<file path="src/core/iru_pkg.sv">
/*
  Package for the interrupt-return unit: opcodes, state-bit masks,
  register map of the Avalon-MM slave and reset values.
  Assumes big-endian bit numbering (bit 0 is the msb of a 64-bit word).
*/
`default_nettype none

package iru_pkg;

  localparam logic [5:0]  OPC_PRIMARY    = 6'h13;  // 19
  localparam logic [9:0]  XO_INT_RET     = 10'h032; // 50
  localparam logic [9:0]  XO_INT_RET_DW  = 10'h012; // 18
  localparam logic [9:0]  XO_SVC_RET     = 10'h052; // 82

  // mask of state bits 16-31 (lsb-index 47..32)
  localparam logic [63:0] MASK_WORD_RET  = 64'h0000_FFFF_0000_0000;
  // bits 0, 48-55, 57-59, 62-63
  localparam logic [63:0] MASK_DW_RET    = 64'h8000_0000_0000_FF73;
  // sixty-four-bit mode bit 0 -> lsb-index 63
  localparam int          POS_SF         = 63;
  // problem-state bit 49 -> lsb-index 14
  localparam int          POS_PROBLEM    = 14;
  // exception-enable bit 48 -> lsb-index 15
  localparam int          POS_EXC_EN     = 15;

  // register byte offsets
  localparam logic [5:0] OFF_CTRL     = 6'h00;
  localparam logic [5:0] OFF_STATUS   = 6'h04;
  localparam logic [5:0] OFF_MASK     = 6'h08;
  localparam logic [5:0] OFF_STATE_LO = 6'h0C;
  localparam logic [5:0] OFF_STATE_HI = 6'h10;
  localparam logic [5:0] OFF_COUNT    = 6'h14;

  // status bit positions
  localparam int ST_RETURN   = 0;
  localparam int ST_PRIV     = 1;
  localparam int ST_ILLEGAL  = 2;
  localparam int ST_REDELIV  = 3;
  localparam int ST_W        = 4;

  localparam logic [63:0] RST_STATE    = 64'h8000_0000_0000_0000;
  localparam logic [31:0] RST_CTRL     = 32'h0000_0001;
  localparam logic [31:0] UNMAPPED_RD  = 32'h0000_0000;

  typedef enum logic [1:0] {IRU_OP_NONE, IRU_OP_RET, IRU_OP_RET_DW,
                            IRU_OP_SVC} iru_op_e;

endpackage

`default_nettype wire

</file>
<file path="src/core/iru_addr_form.sv">
/*
  Forms the next fetch address from a saved address.
  Assumes purely combinational use by the unit's main module.
*/
`timescale 1ns/1ps
`default_nettype none

module iru_addr_form (
  input  wire logic [63:0] i_addr,
  input  wire logic        i_sf,
  output logic      [63:0] o_addr
);

  assign o_addr = i_sf ? {i_addr[63:2], 2'h0}
                       : {32'h0000_0000, i_addr[31:2], 2'h0};

endmodule

`default_nettype wire

</file>
<file path="src/core/iru_top.sv">
/*
  Interrupt-return unit: executes the word, doubleword and supervisor-
  call return instructions, restores machine state, redirects fetch.
  Assumes decode presents a one-cycle issue pulse with the instruction
  word, special registers as inputs, and Avalon-MM software access.
*/
// The address map and the Avalon-MM interface to the registers were left to the implementer.
// Summary of operation
// - xo 50: copy saved state 16-31
// - word return fetches at saved address
// - link flag: link register may be undefined
// - condition and exception registers untouched
// - all returns privileged, wait for drain
// - xo 18: copy bits 0,48-55,57-59,62-63
// - no pending enabled: fetch under new state
// - 64-bit mode: saved address, low bits zero
// - 32-bit mode: word address, high cleared
// - enabled pending: raise, save next address
// - 32-bit core rejects doubleword return
// - xo 82: copy count 16-31
// - supervisor return fetches at link register
// - link flag: link register may be undefined
`timescale 1ns/1ps
`default_nettype none

module iru_top #(
  parameter bit IS_64BIT = 1'b1
) (
  input  wire logic        i_clk,
  input  wire logic        i_reset,
  input  wire logic        i_issue,
  input  wire logic [31:0] i_instr,
  input  wire logic        i_older_done,
  input  wire logic [63:0] i_save_restore_addr_reg,
  input  wire logic [63:0] i_save_restore_state_reg,
  input  wire logic [63:0] i_count_reg,
  input  wire logic [63:0] i_link_reg,
  input  wire logic        i_exc_pending,
  input  wire logic [5:0]  i_avs_address,
  input  wire logic        i_avs_read,
  input  wire logic        i_avs_write,
  input  wire logic [31:0] i_avs_writedata,
  output logic      [31:0] o_avs_readdata,
  output logic             o_avs_waitrequest,
  output logic             o_busy,
  output logic             o_redirect,
  output logic      [63:0] o_redirect_addr,
  output logic      [63:0] o_machine_state_reg,
  output logic             o_exc_raise,
  output logic             o_priv_exc,
  output logic             o_illegal_exc,
  output logic             o_save_addr_we,
  output logic      [63:0] o_save_addr_value,
  output logic             o_link_undefined,
  output logic             o_irq
);

  typedef enum logic [1:0] {IRU_IDLE, IRU_DRAIN, IRU_DONE} iru_state_e;

  ////////////////////////////////////////////////////////////////////////
  // decode

  wire       is_primary = i_instr[31:26] == iru_pkg::OPC_PRIMARY;
  wire [9:0] xo         = i_instr[10:1];
  wire       link_bit   = i_instr[0];
  wire       dec_ret    = is_primary && xo == iru_pkg::XO_INT_RET;
  wire       dec_ret_dw = is_primary && xo == iru_pkg::XO_INT_RET_DW;
  wire       dec_svc    = is_primary && xo == iru_pkg::XO_SVC_RET;
  wire       dec_any    = dec_ret || dec_ret_dw || dec_svc;
  wire       in_problem;
  wire       take       = i_issue && dec_any && !o_busy;
  wire       want_priv  = take && in_problem;
  wire       want_ill   = take && !in_problem && dec_ret_dw
                          && !IS_64BIT;
  wire       want_exec  = take && !want_priv && !want_ill;

  ////////////////////////////////////////////////////////////////////////
  // state

  iru_state_e            state_reg, state_next;
  iru_pkg::iru_op_e      op_reg;
  logic                  link_reg_q;
  logic [63:0]           msr_reg;
  logic [63:0]           new_msr;
  logic [63:0]           target_raw;
  logic [63:0]           target;
  logic                  ctrl_reg;
  logic [iru_pkg::ST_W-1:0] status_reg;
  logic [iru_pkg::ST_W-1:0] mask_reg;
  logic [31:0]           cnt_reg;

  assign in_problem = msr_reg[iru_pkg::POS_PROBLEM];

  // restored state per operation
  always_comb begin
    unique case (op_reg)
      iru_pkg::IRU_OP_RET:    new_msr = (msr_reg & ~iru_pkg::MASK_WORD_RET)
          | (i_save_restore_state_reg & iru_pkg::MASK_WORD_RET);
      iru_pkg::IRU_OP_RET_DW: new_msr = (msr_reg & ~iru_pkg::MASK_DW_RET)
          | (i_save_restore_state_reg & iru_pkg::MASK_DW_RET);
      iru_pkg::IRU_OP_SVC:    new_msr = (msr_reg & ~iru_pkg::MASK_WORD_RET)
          | (i_count_reg & iru_pkg::MASK_WORD_RET);
      iru_pkg::IRU_OP_NONE:   new_msr = msr_reg;
    endcase
  end

  assign target_raw = (op_reg == iru_pkg::IRU_OP_SVC) ? i_link_reg
                      : i_save_restore_addr_reg;

  iru_addr_form u_addr (
    .i_addr (target_raw),
    .i_sf   (new_msr[iru_pkg::POS_SF] || op_reg != iru_pkg::IRU_OP_RET_DW),
    .o_addr (target)
  );

  wire finish   = state_reg == IRU_DRAIN && i_older_done;
  wire redeliv  = finish && ctrl_reg && i_exc_pending
                  && new_msr[iru_pkg::POS_EXC_EN];

  always_comb begin
    state_next = state_reg;
    unique case (state_reg)
      IRU_IDLE:  if (want_exec) state_next = IRU_DRAIN;
      IRU_DRAIN: if (i_older_done) state_next = IRU_DONE;
      IRU_DONE:  state_next = IRU_IDLE;
    endcase
  end

  always_ff @(posedge i_clk or posedge i_reset) begin
    if (i_reset) begin
      state_reg  <= IRU_IDLE;
      op_reg     <= iru_pkg::IRU_OP_NONE;
      link_reg_q <= 1'b0;
    end else begin
      state_reg <= state_next;
      if (want_exec && state_reg == IRU_IDLE) begin
        op_reg     <= dec_ret ? iru_pkg::IRU_OP_RET
                    : dec_ret_dw ? iru_pkg::IRU_OP_RET_DW
                    : iru_pkg::IRU_OP_SVC;
        link_reg_q <= link_bit;
      end
    end
  end

  // machine state and fetch redirect; cr0 and xer have no port here
  always_ff @(posedge i_clk or posedge i_reset) begin
    if (i_reset) begin
      msr_reg           <= iru_pkg::RST_STATE;
      o_redirect        <= 1'b0;
      o_redirect_addr   <= 64'h0;
      o_exc_raise       <= 1'b0;
      o_save_addr_we    <= 1'b0;
      o_save_addr_value <= 64'h0;
      o_link_undefined  <= 1'b0;
      o_priv_exc        <= 1'b0;
      o_illegal_exc     <= 1'b0;
    end else begin
      o_priv_exc    <= want_priv;
      o_illegal_exc <= want_ill;
      o_redirect     <= finish && !redeliv;
      o_exc_raise    <= redeliv;
      o_save_addr_we <= redeliv;
      o_link_undefined <= finish && link_reg_q;
      if (finish) begin
        msr_reg           <= new_msr;
        o_redirect_addr   <= target;
        o_save_addr_value <= target;
      end
    end
  end

  assign o_busy              = state_reg != IRU_IDLE;
  assign o_machine_state_reg = msr_reg;

  ////////////////////////////////////////////////////////////////////////
  // avalon slave: zero wait on reads, one on nothing

  wire [iru_pkg::ST_W-1:0] events = {redeliv, want_ill, want_priv, finish};
  wire sel_ctrl  = i_avs_address == iru_pkg::OFF_CTRL;
  wire sel_stat  = i_avs_address == iru_pkg::OFF_STATUS;
  wire sel_mask  = i_avs_address == iru_pkg::OFF_MASK;
  wire sel_slo   = i_avs_address == iru_pkg::OFF_STATE_LO;
  wire sel_shi   = i_avs_address == iru_pkg::OFF_STATE_HI;
  wire sel_cnt   = i_avs_address == iru_pkg::OFF_COUNT;
  wire [iru_pkg::ST_W-1:0] w1c = (i_avs_write && sel_stat)
                                 ? i_avs_writedata[iru_pkg::ST_W-1:0]
                                 : '0;
  wire [31:0] rd_mux = sel_ctrl ? {31'h0, ctrl_reg}
                     : sel_stat ? {28'h0, status_reg}
                     : sel_mask ? {28'h0, mask_reg}
                     : sel_slo  ? msr_reg[31:0]
                     : sel_shi  ? msr_reg[63:32]
                     : sel_cnt  ? cnt_reg
                     : iru_pkg::UNMAPPED_RD;

  assign o_avs_waitrequest = 1'b0;
  assign o_irq             = |(status_reg & mask_reg);

  always_ff @(posedge i_clk or posedge i_reset) begin
    if (i_reset) begin
      ctrl_reg   <= iru_pkg::RST_CTRL[0];
      status_reg <= '0;
      mask_reg   <= '0;
      cnt_reg    <= 32'h0;
    end else begin
      status_reg <= (status_reg & ~w1c) | events;  // set wins over clear
      if (i_avs_write && sel_ctrl) ctrl_reg <= i_avs_writedata[0];
      if (i_avs_write && sel_mask)
        mask_reg <= i_avs_writedata[iru_pkg::ST_W-1:0];
      if (finish) cnt_reg <= cnt_reg + 32'h1;
    end
  end

  assign o_avs_readdata = i_avs_read ? rd_mux : 32'h0;

  ////////////////////////////////////////////////////////////////////////
  // checks

  a_priv_block: assert property (
    @(posedge i_clk) disable iff (i_reset)
    want_priv
    |=> o_priv_exc && !o_busy)
    else $error("privileged return not suppressed");

  a_priv_keep: assert property (
    @(posedge i_clk) disable iff (i_reset)
    want_priv
    |=> $stable(o_machine_state_reg) && !o_redirect)
    else $error("privileged return changed state");

  a_ill_dw: assert property (
    @(posedge i_clk) disable iff (i_reset)
    want_ill
    |=> o_illegal_exc && state_reg == IRU_IDLE)
    else $error("doubleword return not rejected");

  a_drain_wait: assert property (
    @(posedge i_clk) disable iff (i_reset)
    state_reg == IRU_DRAIN && !i_older_done
    |=> !o_redirect)
    else $error("redirect before drain");

  a_sync_hold: assert property (
    @(posedge i_clk) disable iff (i_reset)
    state_reg == IRU_DRAIN && !i_older_done
    |=> $stable(o_machine_state_reg))
    else $error("state changed before drain");

  a_redirect_addr: assert property (
    @(posedge i_clk) disable iff (i_reset)
    o_redirect
    |-> o_redirect_addr[1:0] == 2'h0)
    else $error("redirect not word aligned");

  a_word_ret_msr: assert property (
    @(posedge i_clk) disable iff (i_reset)
    finish && op_reg == iru_pkg::IRU_OP_RET
    |=> o_machine_state_reg[47:32] == $past(i_save_restore_state_reg[47:32]))
    else $error("state bits not restored");

  a_word_target: assert property (
    @(posedge i_clk) disable iff (i_reset)
    finish && op_reg == iru_pkg::IRU_OP_RET && !redeliv
    |=> o_redirect && o_redirect_addr ==
        {$past(i_save_restore_addr_reg[63:2]), 2'h0})
    else $error("word return target wrong");

  a_next_state: assert property (
    @(posedge i_clk) disable iff (i_reset)
    finish && !redeliv
    |=> o_redirect && o_machine_state_reg == $past(new_msr))
    else $error("fetch not under restored state");

  a_svc_msr: assert property (
    @(posedge i_clk) disable iff (i_reset)
    finish && op_reg == iru_pkg::IRU_OP_SVC
    |=> o_machine_state_reg[47:32] == $past(i_count_reg[47:32]))
    else $error("count bits not restored");

  a_svc_target: assert property (
    @(posedge i_clk) disable iff (i_reset)
    finish && op_reg == iru_pkg::IRU_OP_SVC && !redeliv
    |=> o_redirect && o_redirect_addr == {$past(i_link_reg[63:2]), 2'h0})
    else $error("supervisor return target wrong");

  a_link_flag: assert property (
    @(posedge i_clk) disable iff (i_reset)
    finish
    |=> o_link_undefined == $past(link_reg_q))
    else $error("link flag not reported");

  a_dw_bits: assert property (
    @(posedge i_clk) disable iff (i_reset)
    finish && op_reg == iru_pkg::IRU_OP_RET_DW
    |=> (o_machine_state_reg & iru_pkg::MASK_DW_RET) ==
        ($past(i_save_restore_state_reg) & iru_pkg::MASK_DW_RET))
    else $error("doubleword state bits wrong");

  a_sf_target: assert property (
    @(posedge i_clk) disable iff (i_reset)
    finish && op_reg == iru_pkg::IRU_OP_RET_DW && new_msr[iru_pkg::POS_SF]
    |=> o_redirect_addr == {$past(i_save_restore_addr_reg[63:2]), 2'h0})
    else $error("64-bit target wrong");

  a_hi_clear: assert property (
    @(posedge i_clk) disable iff (i_reset)
    finish && op_reg == iru_pkg::IRU_OP_RET_DW && !new_msr[iru_pkg::POS_SF]
    |=> o_redirect_addr[63:32] == 32'h0)
    else $error("high address not cleared");

  a_lo_word: assert property (
    @(posedge i_clk) disable iff (i_reset)
    finish && op_reg == iru_pkg::IRU_OP_RET_DW && !new_msr[iru_pkg::POS_SF]
    |=> o_redirect_addr[31:0] == {$past(i_save_restore_addr_reg[31:2]), 2'h0})
    else $error("low address word wrong");

  a_redeliver: assert property (
    @(posedge i_clk) disable iff (i_reset)
    redeliv
    |=> o_exc_raise && o_save_addr_we && !o_redirect)
    else $error("pending exception not raised");

  a_event_set: assert property (
    @(posedge i_clk) disable iff (i_reset)
    finish
    |=> status_reg[iru_pkg::ST_RETURN])
    else $error("return event not latched");

  c_word_ret: cover property (@(posedge i_clk) disable iff (i_reset)
    finish && op_reg == iru_pkg::IRU_OP_RET);

  c_svc_ret: cover property (@(posedge i_clk) disable iff (i_reset)
    finish && op_reg == iru_pkg::IRU_OP_SVC);

  c_redeliv: cover property (@(posedge i_clk) disable iff (i_reset)
    redeliv);

  c_priv: cover property (@(posedge i_clk) disable iff (i_reset)
    want_priv);

  c_ill: cover property (@(posedge i_clk) disable iff (i_reset)
    want_ill);

endmodule

`default_nettype wire

</file>
<file path="config.mk">
export PLATFORM = sky130hd
export DESIGN_NAME = iru_top
export DESIGN_NICKNAME = d
export VERILOG_FILES = /design/src/core/iru_pkg.sv /design/src/core/iru_addr_form.sv /design/src/core/iru_top.sv
export SDC_FILE = /design/constraint.sdc
export NUM_CORES = 1
export LEC_CHECK = 0
export BUFFER_PORTS_ARGS = -buffer_cell sky130_fd_sc_hd__buf_2
export CORE_AREA = 4 4 221 223
export CTS_CLUSTER_DIAMETER = 50
export DETAILED_ROUTE_END_ITERATION = 10
export DIE_AREA = 0 0 225 227
export GPL_TIMING_DRIVEN = 0
export PLACE_DENSITY = 0.41
export REMOVE_ABC_BUFFERS = 1
export SYNTH_ARGS = -nofsm -noshare
export SYNTH_HDL_FRONTEND = slang
export SYNTH_SLANG_ARGS = --single-unit
</file>
<file path="constraint.sdc">
create_clock -name i_clk -period 7.15 [get_ports i_clk]
set_input_delay 1.43 -clock i_clk [delete_from_list [all_inputs] [get_ports i_clk]]
set_output_delay 1.43 -clock i_clk [all_outputs]
set_load 0.02 [all_outputs]
</file>
==> impl_metrics.env, run 1 <==
export IMPL_synth_cells=832
export IMPL_min_period_over_period_pct=73.9
export IMPL_end_kind="primary output"
export IMPL_yosysTopAreaCellShare_pct=50.1
export IMPL_reg2reg_depth=6
export IMPL_synth_largest_area_cell="dfrtp_1"
export IMPL_min_delay_start="o_machine_state_reg[58]"
export IMPL_rr_endpoint="cnt_reg[31]"
export IMPL_ys_flop_type="dfrtp_1"
export IMPL_dieArea_sq_mm=0.0511
export IMPL_slowest_stage="and3_1"
export IMPL_ys_warn_count=0
export IMPL_run_status="finished clean"
export IMPL_cp_max_fo=28
export IMPL_largest_register_ffs=64
export IMPL_ys_seq_area_share_pct=50.7
export IMPL_fin_ws_ps=1870
export IMPL_chipHeight_microns=227
export IMPL_maxCapViolCount=0
export IMPL_drive_gt1_share_pct=43.7
export IMPL_clk_latency_ps=470
export IMPL_placed_area_sq_mm=0.0109
export IMPL_cts_sinks=176
export IMPL_htreeDepth=4
export IMPL_synthTopCellsByArea="dfrtp_1, mux2i_1, buf_4"
export IMPL_power_frac_seq_pct=37.9
export IMPL_portBuffers=430
export IMPL_ir_drop_mv=0.268
export IMPL_fmax_mhz=189
export IMPL_ant_nets=0
export IMPL_worst_slew_pin_slew_ps=1400
export IMPL_fin_setup_tns_ps=0
export IMPL_grt_pass1_vias=7564
export IMPL_numCtsBuffers=17
export IMPL_reg2reg_from="state_reg[1]"
export IMPL_skew_ps=15.7
export IMPL_cp_top_family="simple AND/OR/NAND/NOR gates"
export IMPL_combPwrFrac_pct=34.2
export IMPL_cts_setup_buffers=0
export IMPL_synth_cell_type_count=56
export IMPL_totalWireLength_mm=33.9
export IMPL_intPower_mw=2.15
export IMPL_drc=0
export IMPL_max_stage_delay_ps=1110
export IMPL_grt_first_pass_wirelength_mm=48.9
export IMPL_path_cells="buf_2, nor2b_1, and3_1, a222oi_1, nor2_1, buf_2"
export IMPL_coreArea_sq_mm=0.0466
export IMPL_rows=79
export IMPL_required_ps=5720
export IMPL_dp_hpwl_mm=26.4
export IMPL_path_class="input port to primary output"
export IMPL_grt_overflow=0
export IMPL_final_nets=1485
export IMPL_rsz0062_at_grt="no"
export IMPL_synthArstFlopShare_pct=100
export IMPL_r2r_slack_ps=4550
export IMPL_die_w_microns=225
export IMPL_synthAdderAreaFrac_pct=0.576
export IMPL_routabilityCongestion=0.830
export IMPL_synth_top_family_by_area="simple AND/OR/NAND/NOR gates"
export IMPL_cts_root_buf="clkbuf_16"
export IMPL_switching_share_pct=40.9
export IMPL_muxShareOfSynthArea_pct=12.2
export IMPL_final_setup_viol_count=0
export IMPL_min_path_type="register to register"
export IMPL_whs_ps=396
export IMPL_drt_pass1_iter_count=5
export IMPL_antenna_found_initial=5
export IMPL_ios=566
export IMPL_synthToLayoutAreaGrowth_pct=33.2
export IMPL_num_vias=7447
export IMPL_floorplan_initialDensity_pct=18.7
export IMPL_synth_compound_area_share_pct=10.2
export IMPL_p_leak_nw=6.29
export IMPL_syn_area_sq_mm=0.00869
export IMPL_drv_slew=0
export IMPL_ys_seq_elements=176
export IMPL_cts_resized=0
export IMPL_min_to="o_machine_state_reg[58]"
export IMPL_path_clk_slew_ps=70
export IMPL_relSlewSlack_pct=6.35
export IMPL_post_route_min_period_ps=5280
export IMPL_synth_most_common_cell="dfrtp_1"
export IMPL_synth_avg_cell_area_sq_um=10.4
export IMPL_cts_tree="yes"
export IMPL_cts_path_max_buffers=2
export IMPL_via_per_inst=4.20
export IMPL_finalHoldViolCount=0
export IMPL_grt_start_max_net_pins=90
export IMPL_synthSimpleGateAreaFrac_pct=13.1
export IMPL_cts_hold_fix_buffers=0
export IMPL_power_switching_mw=1.49
export IMPL_drt_iter0_markers=478
export IMPL_crit_path_start_kind="input port"
export IMPL_synth_xor_area_share_pct=3.13
export IMPL_synthTopCellsByCount="dfrtp_1, nand2_1, o21ai_0"
export IMPL_worstPathArrival_ps=3850
export IMPL_crit_top_cell="buf_2"
export IMPL_powerDensity_mw_per_mm2=314
export IMPL_worstHoldPathCells=0
export IMPL_fin_area_sq_mm=0.0116
export IMPL_wl_per_cell_microns=19.1
export IMPL_clock_power_share_pct=27.9
export IMPL_critPathBufInv=2
export IMPL_synth_edff_count=0
export IMPL_grt_usage_pct=13.0
export IMPL_place_worst_setup_slack_ps=1800
==> worst max-delay path by stage <==
stage	startpoint	endpoint	slack, ps	cells after the start
finish	i_avs_address[3]	o_avs_readdata[12]	1870	6
global route	i_avs_address[1]	o_avs_readdata[12]	1680	6
CTS	i_avs_address[1]	o_avs_readdata[31]	1820	6
detailed placement	i_avs_address[1]	o_avs_readdata[31]	1800	6
global placement	i_reset	cnt_reg[4]	-1860	2
floorplan	i_reset	cnt_reg[0]	950	1
==> layout by cell type (no fill, tap or decap), types with 5 or more instances in the layout <==
| cell | n |
|---|---|
| nor2b_1 | 5 |
| a222oi_1 | 29 |
| and3_1 | 6 |
| mux2_2 | 17 |
| nand2_1 | 110 |
| dfrtp_1 | 173 |
| clkbuf_16 | 17 |
| mux2i_1 | 82 |
| nand3_1 | 16 |
| nand4_1 | 11 |
| a21oi_1 | 5 |
| o21ai_0 | 83 |
| conb_1 | 6 |
| xnor2_1 | 26 |
| inv_1 | 7 |
| nor2_1 | 39 |
| inv_6 | 5 |
| buf_2 | 430 |
| xor2_1 | 5 |
==> cells by family (layout without fill, tap and decap cells) <==
kind of cell               after synthesis  count (layout)
DFF                                    176             176
other                                    1               9
and+or+nand+nor                        227             227
adders and majority gates                4               4
xor gates and xnor gates                31              31
buffers and inverters                  153             477
AOI/OAI and AO/OA                      137             137
muxes                                  103             103
==> routing by layer <==
metal / routed length (microns) / global-route usage [%] / up-vias
met5: 28 / 0 / -
met4: 823 / 4.96 / 4
met3: 2780 / 4.26 / 37
met2: 14900 / 19.4 / 330
met1: 15300 / 17.6 / 3589
li1: - / - / 3487
==> layout make-up <==
type / count / area (sq um)
clock inverters: 14 / 176
repair buffers: 437 / 2300
inverters: 8 / 37.5
flip-flops and latches: 176 / 4410
well taps: 607 / 759
fillers: 5010 / 35000
diodes: 3 / 7.51
multi-input cells: 508 / 3450
clock buffers: 18 / 439
==> power groups by stage <==
| stage | sequential, mW | combinational [mW] | clock, mW |
|---|---|---|---|
| after floorplan | 1.76 | 0.283 | 0 |
| after global placement | 1.40 | 1.26 | 0 |
| after detailed placement | 1.40 | 1.27 | 0 |
| after CTS | 1.39 | 1.27 | 1.07 |
| after global routing | 1.42 | 1.36 | 1.09 |
| final | 1.38 | 1.24 | 1.01 |
==> metrics by stage <==
stage               util (%)  power [mW]  std cells
CTS                     24.8        3.73       1767
global placement        23.1        2.65       1729
finish                  24.9        3.64       1771
floorplan                  -        2.04        692
global route            24.8        3.86       1768
detailed placement      23.5        2.67       1735
==> worst reg2reg max path, cell delays in order, from the launching register on <==
cell,delay (ps)
dfrtp_1,380
inv_1,120
ha_1,320
nand4_1,270
nor4_2,930
nand4_1,270
xnor2_1,180
Power figures use the tool's default switching activity.
==> inputs of run 2 (changes only) <==
- ABC_AREA: unset -> 1
- CORE_AREA: 4 4 221 223 -> 4 4 220 222
- DIE_AREA: 0 0 225 227 -> 0 0 224 226
- PLACE_DENSITY: 0.41 -> 0.43
- clock period: 7.15 -> 5.03 ns (I/O delays scaled with it)
==> impl_metrics.env, run 2 <==
export IMPL_ios=566
export IMPL_synth_compound_area_share_pct=15.1
export IMPL_synthArstFlopShare_pct=100
export IMPL_syn_area_sq_mm=0.00937
export IMPL_place_worst_setup_slack_ps=558
export IMPL_synthToLayoutAreaGrowth_pct=29.8
export IMPL_finalHoldViolCount=0
export IMPL_synth_top_family_by_area="simple AND/OR/NAND/NOR gates"
export IMPL_drv_slew=0
export IMPL_drt_pass1_iter_count=5
export IMPL_grt_start_max_net_pins=114
export IMPL_routabilityCongestion=0.802
export IMPL_rows=79
export IMPL_path_class="input port to primary output"
export IMPL_r2r_slack_ps=1890
export IMPL_cts_hold_fix_buffers=0
export IMPL_skew_ps=9.30
export IMPL_required_ps=4020
export IMPL_worstPathArrival_ps=3350
export IMPL_synth_cell_type_count=46
export IMPL_chipHeight_microns=226
export IMPL_final_nets=1809
export IMPL_synth_xor_area_share_pct=2.06
export IMPL_drc=0
export IMPL_wl_per_cell_microns=19.9
export IMPL_dp_cells=2060
export IMPL_fin_ws_ps=671
export IMPL_grt_usage_pct=16.3
export IMPL_cts_tree="yes"
export IMPL_fmax_mhz=229
export IMPL_final_setup_viol_count=0
export IMPL_antenna_found_initial=6
export IMPL_cts_setup_buffers=0
export IMPL_min_path_type="register to register"
export IMPL_synth_largest_area_cell="dfrtp_1"
export IMPL_cts_sinks=176
export IMPL_synthAdderAreaFrac_pct=0.534
export IMPL_stdcell_count=2093
export IMPL_p_leak_nw=6.86
export IMPL_synthSimpleGateAreaFrac_pct=20.2
export IMPL_floorplan_initialDensity_pct=20.2
export IMPL_synth_most_common_cell="nand2_1"
export IMPL_run_status="finished clean"
export IMPL_crit_path_start_kind="input port"
export IMPL_yosysTopAreaCellShare_pct=46.5
export IMPL_grt_first_pass_wirelength_mm=60.1
export IMPL_final_cell_mix="buf_2, nand2_1, dfrtp_1"
export IMPL_powerDensity_mw_per_mm2=245
export IMPL_synth_avg_cell_area_sq_um=8.04
export IMPL_dp_hpwl_mm=32.7
export IMPL_num_vias=8965
export IMPL_path_clk_slew_ps=70
export IMPL_dieArea_sq_mm=0.0506
export IMPL_ys_seq_area_share_pct=47.0
export IMPL_muxShareOfSynthArea_pct=0.601
export IMPL_maxCapViolCount=0
export IMPL_rsz0062_at_grt="no"
export IMPL_grt_pass1_vias=9071
export IMPL_placed_area_sq_mm=0.0116
export IMPL_worst_slew_pin_slew_ps=1230
export IMPL_totalWireLength_mm=41.7
export IMPL_clk_latency_ps=490
export IMPL_largest_register_ffs=64
export IMPL_synth_edff_count=0
export IMPL_drive_gt1_share_pct=35.3
export IMPL_end_kind="primary output"
export IMPL_coreArea_sq_mm=0.0464
export IMPL_die_w_microns=224
export IMPL_via_per_inst=4.28
export IMPL_fin_area_sq_mm=0.0122
export IMPL_relSlewSlack_pct=17.5
export IMPL_grt_overflow=0
export IMPL_ir_drop_mv=0.200
export IMPL_ys_flop_type="dfrtp_1"
export IMPL_synthTopCellsByArea="dfrtp_1, nand2_1, buf_4"
export IMPL_drt_iter0_markers=529
export IMPL_min_period_over_period_pct=86.7
export IMPL_portBuffers=430
export IMPL_htreeDepth=4
export IMPL_cp_max_fo=23
export IMPL_cts_resized=0
export IMPL_ys_seq_elements=176
export IMPL_cts_path_max_buffers=2
export IMPL_numCtsBuffers=17
export IMPL_fin_setup_tns_ps=0
export IMPL_mostFrequentLayoutCell="buf_2"
export IMPL_synthTopCellsByCount="nand2_1, dfrtp_1, nor2_1"
export IMPL_cts_root_buf="clkbuf_16"
export IMPL_ys_warn_count=0
export IMPL_ant_nets=0
export IMPL_whs_ps=401
export IMPL_synth_cells=1165
export IMPL_post_route_min_period_ps=4360
run 2: layout make-up:
| class | instances | area [sq um] |
|---|---|---|
| Inverter | 130 | 500 |
| Antenna cell | 2 | 5.00 |
| Sequential cell | 176 | 4410 |
| Clock inverter | 14 | 155 |
| Fill cell | 5135 | 34200 |
| Timing Repair Buffer | 435 | 2270 |
| Multi-Input combinational cell | 712 | 3640 |
| Tap cell | 607 | 759 |
| Clock buffer | 17 | 425 |
run 2: critical path, cell delays in order:
cell,delay [ps]
buf_2,110
inv_2,40
nand2_1,200
nor3_4,1040
inv_2,350
nor2_1,230
o21ai_1,120
inv_1,100
buf_2,160
run 2: logic make-up (layout without fill, tap and decap cells):
family / count (synthesis) / after routing
buffers and inverters: 282 / 596
AO/OA/AOI/OAI: 241 / 241
XOR/XNOR: 22 / 22
adder cells (fa/ha/maj): 4 / 4
multiplexers: 5 / 5
AND/OR/NAND/NOR: 434 / 434
other: 1 / 8
flip-flops: 176 / 176
run 2: stage by stage:
stage	power, mW	utilization (%)
2_1_floorplan	1.51	-
3_3_place_gp	1.62	24.7
3_5_place_dp	1.63	25.0
4_1_cts	3.05	26.2
5_1_grt	3.11	26.2
6_report	2.98	26.2
run 2: final timing paths:
kind / startpoint / endpoint / cells after the start
setup / recovery: i_avs_address[0] / o_avs_readdata[15] / 9
hold / removal: o_machine_state_reg[28] / o_machine_state_reg[28] / 0
setup reg to reg: state_reg[1] / o_machine_state_reg[6] / 6
hold reg to reg: o_machine_state_reg[28] / o_machine_state_reg[28] / 0
max in group asynchronous: i_reset / o_machine_state_reg[53] / 3
min in group asynchronous: i_reset / o_save_addr_value[39] / 2
run 2: metal layers:
layer,vias to the layer above,GRT usage (%),part of all wire [%]
met3,48,8.16,11
met1,4294,20.3,42
li1,4286,-,-
met2,329,24.1,44
met5,-,0,0.14
met4,8,6.32,3.2
run 2: power by group:
| part | internal, mW | switching, mW |
|---|---|---|
| Sequential | 1.42 | 0.00582 |
| Clock | 0.735 | 0.649 |
| Combinational | 0.0724 | 0.0943 |
